### config.mk
export PLATFORM = sky130hd
export DESIGN_NAME = msfr_regs
export DESIGN_NICKNAME = d
export VERILOG_FILES = /design/src/inc/msfr_pkg.sv /design/src/rtl/msfr_regs.sv
export SDC_FILE = /design/constraint.sdc
export NUM_CORES = 1
export LEC_CHECK = 0
export ABC_AREA = 0
export BUFFER_PORTS_ARGS = -buffer_cell sky130_fd_sc_hd__buf_2
export CAP_MARGIN = 15
export CORE_MARGIN = 4
export CORE_UTILIZATION = 40
export DETAILED_ROUTE_END_ITERATION = 8
export HOLD_SLACK_MARGIN = 0.15
export PLACE_DENSITY_LB_ADDON = 0.25
export SLEW_MARGIN = 20
export SYNTH_ARGS = -nofsm -noshare
export SYNTH_HDL_FRONTEND = slang
export SYNTH_SLANG_ARGS = --single-unit
### constraint.sdc
create_clock -name i_clk -period 149.3 [get_ports i_clk]
set_clock_uncertainty 0.05 [all_clocks]
set_input_delay 14.93 -clock i_clk [delete_from_list [all_inputs] [get_ports i_clk]]
set_output_delay 14.93 -clock i_clk [all_outputs]
set_load 0.05 [all_outputs]
### src/inc/msfr_pkg.sv
// package for the margin, loop scale and frequency register bank
// assumes a command engine delivers decoded command codes and data words
package msfr_pkg;
	// command codes
	localparam logic [7:0] CMD_MARGIN_LOW = 8'h26;
	localparam logic [7:0] CMD_SCALE_LOOP = 8'h29;
	localparam logic [7:0] CMD_FREQ_SW = 8'h33;
	// field layout of a linear word
	localparam int EXP_LSB = 11;
	localparam int EXP_W = 5;
	localparam int MANT_W = 11;
	// margin low
	localparam logic [15:0] MARGIN_LOW_RST = 16'h0451;
	localparam int VOUT_EXP = -10;
	// loop scale: exponent -9, mantissa 256, max 512
	localparam logic [4:0] SCALE_EXP = 5'h17;
	localparam logic [10:0] SCALE_MANT_RST = 11'h100;
	localparam logic [10:0] SCALE_MANT_MAX = 11'h200;
	// frequency: exponent 5, six writable mantissa bits, default 19
	localparam logic [4:0] FREQ_EXP = 5'h05;
	localparam logic [5:0] FREQ_MANT_RST = 6'h13;
	localparam int FREQ_STEPS = 14;
	// margin window, percent of nominal
	localparam int MARGIN_PCT = 25;
	// register image carried as one struct
	typedef struct packed {
		logic [15:0] margin_low;
		logic [10:0] scale_mant;
		logic [5:0] freq_mant;
	} msfr_regs_t;
	localparam msfr_regs_t REGS_RST = '{MARGIN_LOW_RST, SCALE_MANT_RST, FREQ_MANT_RST};
	typedef enum logic [1:0] {
		MSFR_OP_NOMINAL = 2'b00,
		MSFR_OP_MARGIN_LOW = 2'b01,
		MSFR_OP_MARGIN_HIGH = 2'b10
	} msfr_op_t;
endpackage

### src/rtl/msfr_regs.sv
// margin low target, loop scale factor and switching frequency registers
// assumes the bus engine runs on i_clk and gives one-cycle command strobes
`timescale 1ns/10ps
module msfr_regs (
	// clock and reset
	input wire logic i_clk,
	input wire logic i_rst_n,
	// command port from the bus engine
	input wire logic i_wr,
	input wire logic i_rd,
	input wire logic [7:0] i_cmd,
	input wire logic [15:0] i_wdata,
	output logic [15:0] o_rdata,
	output logic o_rvalid,
	// operation state and trim
	input wire logic i_op_load,
	input wire msfr_pkg::msfr_op_t i_op,
	input wire logic [15:0] i_margin_high,
	input wire logic signed [15:0] i_trim,
	// default store interface
	input wire logic i_restore,
	input wire logic i_store,
	input wire msfr_pkg::msfr_regs_t i_nv_image,
	input wire logic i_nv_valid,
	output msfr_pkg::msfr_regs_t o_nv_image,
	output logic o_nv_write,
	// status and applied targets
	output logic o_comm_fault_summary,
	output logic o_invalid_data,
	input wire logic i_status_clear,
	output logic [16:0] o_vout_target,
	output logic [15:0] o_freq_khz
);
	////////////////////////////////////////////////////////////////
	// frequency rounding: step table in kHz
	function automatic logic [15:0] step_khz(input int idx);
		logic [15:0] t [0:13];
		t = '{16'h00C8, 16'h012C, 16'h0190, 16'h01F4, 16'h0258, 16'h02BC, 16'h0320,
			16'h0384, 16'h03E8, 16'h04B0, 16'h0578, 16'h0640, 16'h0708, 16'h076C};
		return t[idx];
	endfunction
	// decoded request in kHz is mant * 2^5
	function automatic logic [5:0] round_freq(input logic [5:0] cur, input logic [10:0] mant);
		logic [15:0] khz;
		logic [5:0] res;
		logic found;
		khz = {mant, 5'h00};
		res = cur;
		found = 1'b0;
		// out of range request leaves the setting alone
		if (khz >= 16'h00C8 && khz <= 16'h07D0) begin
			for (int i = 0; i < msfr_pkg::FREQ_STEPS; i++) begin
				if (!found && step_khz(i) >= khz) begin
					res = 6'(step_khz(i) >> 5);
					found = 1'b1;
				end
			end
			// above 1.9 MHz rounds to the top step
			if (!found) begin
				res = 6'(step_khz(msfr_pkg::FREQ_STEPS - 1) >> 5);
			end
		end
		return res;
	endfunction
	// applied frequency: last table step whose truncated mantissa fits under the stored one
	// keeps the 19 default at 600 kHz instead of the raw 608 that mant * 32 would give
	// limitation: a mantissa below the first step still reports the 200 kHz floor
	function automatic logic [15:0] mant_to_khz(input logic [5:0] mant);
		logic [15:0] khz;
		khz = step_khz(0);
		for (int i = 0; i < msfr_pkg::FREQ_STEPS; i++) begin
			// table is ascending, so the last fit wins
			if (6'(step_khz(i) >> 5) <= mant) begin
				khz = step_khz(i);
			end
		end
		return khz;
	endfunction
	////////////////////////////////////////////////////////////////
	// register image state
	msfr_pkg::msfr_regs_t regs, next_regs;
	logic [15:0] rdata, next_rdata;
	logic rvalid, next_rvalid;
	logic nv_write, next_nv_write;
	msfr_pkg::msfr_regs_t nv_image, next_nv_image;
	// next values of the register image
	always_comb begin
		next_regs = regs;
		next_nv_write = 1'b0;
		next_nv_image = nv_image;
		if (i_restore) begin
			// nonvolatile copy wins over factory reset values when present
			next_regs = i_nv_valid ? i_nv_image : msfr_pkg::REGS_RST;
		end else if (i_wr) begin
			case (i_cmd)
				msfr_pkg::CMD_MARGIN_LOW: begin
					next_regs.margin_low = i_wdata;
				end
				msfr_pkg::CMD_SCALE_LOOP: begin
					// exponent bits dropped, mantissa over 512 refused
					if (i_wdata[10:0] <= msfr_pkg::SCALE_MANT_MAX) begin
						next_regs.scale_mant = i_wdata[10:0];
					end
				end
				msfr_pkg::CMD_FREQ_SW: begin
					// upper five mantissa bits are fixed at zero, so only the low six count
					next_regs.freq_mant = round_freq(regs.freq_mant, {5'h00, i_wdata[5:0]});
				end
				default: begin
					next_regs = regs;
				end
			endcase
		end
		if (i_store) begin
			next_nv_image = regs;
			next_nv_write = 1'b1;
		end
	end
	// read mux: fixed fields rebuilt on every read
	always_comb begin
		next_rvalid = i_rd;
		next_rdata = rdata;
		if (i_rd) begin
			case (i_cmd)
				msfr_pkg::CMD_MARGIN_LOW: next_rdata = regs.margin_low;
				msfr_pkg::CMD_SCALE_LOOP: next_rdata = {msfr_pkg::SCALE_EXP, regs.scale_mant};
				msfr_pkg::CMD_FREQ_SW: next_rdata = {msfr_pkg::FREQ_EXP, 5'h00, regs.freq_mant};
				default: next_rdata = 16'h0000;
			endcase
		end
	end
	// register the image
	always_ff @(posedge i_clk or negedge i_rst_n) begin
		if (!i_rst_n) begin
			regs <= msfr_pkg::REGS_RST;
			rdata <= 16'h0000;
			rvalid <= 1'b0;
			nv_write <= 1'b0;
			nv_image <= msfr_pkg::REGS_RST;
		end else begin
			regs <= next_regs;
			rdata <= next_rdata;
			rvalid <= next_rvalid;
			nv_write <= next_nv_write;
			nv_image <= next_nv_image;
		end
	end
	assign o_rdata = rdata;
	assign o_rvalid = rvalid;
	assign o_nv_write = nv_write;
	assign o_nv_image = nv_image;
	////////////////////////////////////////////////////////////////
	// margin check at operation time
	// nominal in 2^-10 volt: 0.6 V reference / scale = 614.4*512/mant
	logic [31:0] nom;
	logic [31:0] lim_lo, lim_hi;
	logic signed [17:0] req;
	always_comb begin
		// guard against a zero mantissa, which would mean infinite nominal
		nom = (regs.scale_mant == 11'h000) ? 32'h0 : 32'(32'd314573 / {21'h0, regs.scale_mant});
		lim_lo = 32'((nom * 32'(100 - msfr_pkg::MARGIN_PCT)) / 32'd100);
		lim_hi = 32'((nom * 32'(100 + msfr_pkg::MARGIN_PCT)) / 32'd100);
		// commanded value includes trim
		if (i_op == msfr_pkg::MSFR_OP_MARGIN_LOW) begin
			req = 18'($signed({2'b00, regs.margin_low}) + i_trim);
		end else begin
			req = 18'($signed({2'b00, i_margin_high}) + i_trim);
		end
	end
	logic fault, next_fault;
	logic ivd, next_ivd;
	logic [16:0] target, next_target;
	// status flags and applied target
	always_comb begin
		next_fault = fault;
		next_ivd = ivd;
		next_target = target;
		if (i_status_clear) begin
			next_fault = 1'b0;
			next_ivd = 1'b0;
		end
		if (i_op_load) begin
			if (i_op == msfr_pkg::MSFR_OP_NOMINAL) begin
				next_target = 17'(nom);
			end else if (req < $signed({1'b0, lim_lo[16:0]})) begin
				next_fault = 1'b1;
				next_ivd = 1'b1;
				next_target = lim_lo[16:0];
			end else if (req > $signed({1'b0, lim_hi[16:0]})) begin
				next_fault = 1'b1;
				next_ivd = 1'b1;
				next_target = lim_hi[16:0];
			end else begin
				next_target = req[16:0];
			end
		end
	end
	always_ff @(posedge i_clk or negedge i_rst_n) begin
		if (!i_rst_n) begin
			fault <= 1'b0;
			ivd <= 1'b0;
			target <= 17'h00000;
		end else begin
			fault <= next_fault;
			ivd <= next_ivd;
			target <= next_target;
		end
	end
	assign o_comm_fault_summary = fault;
	assign o_invalid_data = ivd;
	assign o_vout_target = target;
	// applied frequency follows the stored mantissa
	logic [15:0] freq_khz, next_freq_khz;
	// next applied frequency, snapped to the step table
	always_comb begin
		next_freq_khz = mant_to_khz(regs.freq_mant);
	end
	// register the applied frequency; reset value is the 600 kHz default step
	always_ff @(posedge i_clk or negedge i_rst_n) begin
		if (!i_rst_n) begin
			freq_khz <= 16'h0258;
		end else begin
			freq_khz <= next_freq_khz;
		end
	end
	assign o_freq_khz = freq_khz;
endmodule

==> results.py <==
metrics = {
    "run_status": {
        "status": "completed",
    },
    "placement": {
        "dp_hpwl_mm": 130,
        "place_congestion": 0.954,
        "io_buffer_count": 178,
    },
    "die": {
        "die_h_um": 356,
        "core_area_um2": 120000,
        "rows": 127,
        "die_w_um": 356,
        "dieArea_um2": 126000,
        "ioPinCount": 186,
        "start_util_pct": 40.3,
    },
    "layout": {
        "area_delta_synth_final_pct": 5.69,
        "num-fill-cells": 12400,
        "post-route-util_pct": 42.6,
        "final_net_count": 7360,
        "layout-drive-gt1-share_pct": 9.92,
    },
    "setup_path": {
        "endpoint_kind": "flip-flop",
        "worst-path-buf-inv": 20,
        "cp_slowest_stage_delay_ns": 0.86,
        "path_max_fanout": 43,
        "r2r_end": "o_vout_target[3]",
        "arrival_ns": 118.35,
        "r2r_start": "regs[6]",
        "crit_top_cell": "o21a_1",
        "cp.required_ns": 149.48,
        "critPathLaunchType": "flip-flop",
        "r2r_cells": 493,
        "slowest_stage": "or4b_1",
        "reg2reg_slack_ns": 31.13,
        "path_delay_family": "compound AO/OA/AOI/OAI gates",
        "crit_type": "reg -> reg",
    },
    "route": {
        "vias": 51700,
        "drt_iter0_drc": 4900,
        "via_per_inst": 6.26,
        "dr.pass1.iters": 6,
        "wl_per_cell_um": 19.7,
        "wirelength_mm": 162,
        "postRouteAntennaNets": 0,
        "drc": 0,
    },
    "global_route": {
        "grt_max_degree": 66,
        "grt_pass1_wl_mm": 258,
        "grt_pass1_vias": 47400,
        "antenna_found_initial": 2,
        "track_usage_pct": 24.3,
        "gr-total-overflow": 0,
    },
    "min_path": {
        "hold_path.class": "reg -> reg",
        "hold_start": "o_vout_target[3]",
        "hold_end": "o_vout_target[3]",
        "hold_depth": 2,
    },
    "clocking": {
        "cts_tree": "done",
        "cts.htree.levels": 3,
        "cts.repair.resized": 0,
        "clkTransAtPathRegs_ns": 0.08,
        "insertion_delay_ns": 0.37,
        "ctsRootBufferMaster": "clkbuf_16",
        "cts_buffers": 9,
        "clock_path_buffers": 2,
        "cts_sinks": 112,
        "postCtsHoldBufs": 0,
        "postCtsSetupBuffers": 0,
    },
    "sta": {
        "max_freq_mhz": 8.46,
        "relSlewSlack_pct": 27.2,
        "finalMaxSlewViolations": 0,
        "rsz0062_at_grt": "no",
        "hold_violations": 0,
        "setup_violations": 0,
        "fin_crit_sh_pct": 79.1,
        "fin_crit_ns": 118.17,
        "worst_pin_slew_ns": 1.08,
        "tns_ns": 0,
    },
    "synth": {
        "avgSynthCellArea_um2": 7.32,
        "synth_edf_count": 0,
        "ys_top_cells_by_area": "ha_1 (12%), fa_1 (6.4%), a21oi_1 (5.4%)",
        "ys_seq_elements": 112,
        "ys_types": 159,
        "ys_seq_area_share_pct": 5.85,
        "syn_area_um2": 48300,
        "ys.flop_type": "dfrtp_1",
        "synth_top_area_share_pct": 12.1,
        "yosysWarnings": 0,
        "yosysTopAreaCell": "ha_1",
        "syn_inst": 6600,
        "ys_async_sr_fraction_pct": 100,
    },
    "run": {
        "maxCapViolCount": 0,
    },
}
kinds of logic (layout without fill, tap and decap cells):
logic type,after synthesis,after routing,synth area share (%)
compound gates,2420,2420,34.7
other cells,1,10,0.00776
xor+xnor,404,404,7.43
mux,211,211,4.72
flops,112,112,5.85
fa+ha+maj,629,629,18.6
simple gates,2264,2264,23.8
buf+inv,559,595,4.83
synthesized netlist by cell type (92+ instances only):
cell      count
ha_1        467
nand3_1     178
o211ai_1     99
o21ai_0     388
a31oi_1     108
o21a_1      160
o31ai_1     114
mux2_2      123
dfrtp_1      92
clkbuf_1    152
nor3_1      198
and2_1       95
nand2_1     511
fa_1        154
nand2b_1    136
inv_1       323
a21o_1      207
a21oi_1     520
xnor2_1     286
nor2_1      595
xor2_1      112
worst max path at each step:
stage               startpoint           endpoint  slack, ns  depth (start not counted)
global placement       regs[6]   o_vout_target[3]      35.72                        494
global route           regs[6]   o_vout_target[3]      20.51                        494
floorplan              regs[6]  o_vout_target[13]      45.35                        537
CTS                    regs[6]   o_vout_target[3]      32.41                        494
detailed placement     regs[6]   o_vout_target[3]      32.73                        494
finish                 regs[6]   o_vout_target[3]      31.13                        493
metal layers:
layer  track usage [%]  part of all wire [%]  up-vias
li1                  -                     -    25000
met1              34.1                    46    24600
met2              40.2                    46     1831
met3              2.19                   6.0      254
met4              5.91                   2.6        0
met5                 0                     0        -
final cells by class:
cell class | instances | area (um^2) | area share (%)
sequential | 112 | 2830 | 5.54
antenna | 1 | 2.50 | 0.00490
multi-input combinational | 5937 | 43300 | 84.7
inverter | 330 | 1240 | 2.42
clock inverter | 6 | 51.3 | 0.100
clock buffer | 10 | 239 | 0.468
tap | 1612 | 2020 | 3.95
timing repair buffer | 249 | 1430 | 2.79
stage by stage:
step	cell area (um^2)	worst slack (ns)	cells	hold WS, ns
3_3_place_gp	50800	35.72	8240	0.412
3_5_place_dp	50800	32.73	8240	0.425
6_report	51100	31.13	8257	0.449
5_1_grt	51100	20.51	8257	0.473
4_1_cts	51100	32.41	8256	0.449
2_1_floorplan	48400	45.35	6608	0.420
sequential cells by signal, indices dropped and copies added (netlist names):
signal	count
o_freq_khz	9
o_nv_image	33
o_vout_target	17
o_comm_fault_summary	1
o_invalid_data	1
o_rdata	16
o_rvalid	1
regs	33
o_nv_write	1
layout by cell type (no fill, tap or decap), types with 30 or more instances in the layout:
cell type  instances
xor2_1           111
mux2_2           123
o21a_1           160
buf_4             72
nor2_1           592
nand3_1          178
a21o_1           207
a211o_1           34
fa_1             154
xnor2_1          285
o21ai_0          388
a31o_2            31
o21ai_1           37
a211oi_1          91
buf_2            177
a22oi_1           30
or2_2             53
nand2b_1         136
o2111ai_1         37
a21oi_1          519
and2_1            95
o211ai_1          99
ha_1             467
inv_1            323
nor3_1           195
o31ai_1          114
nand4_1           59
a31oi_1          107
o22ai_1           53
or3_1             54
mux2i_1           82
and3_1            67
dfrtp_1           91
nor4_1            47
nand2_1          511
o21bai_1          39
nor2b_1           72
o31a_1            35
worst min-delay path, stage by stage, from the launching register on:
cell and delay [ns]:
dfrtp_1 0.34, nand2b_1 0.06, o221ai_1 0.06
Power is left out: the tool's default activity adds up to more than one toggle a clock period on the data nets, which glitch-free logic cannot reach.
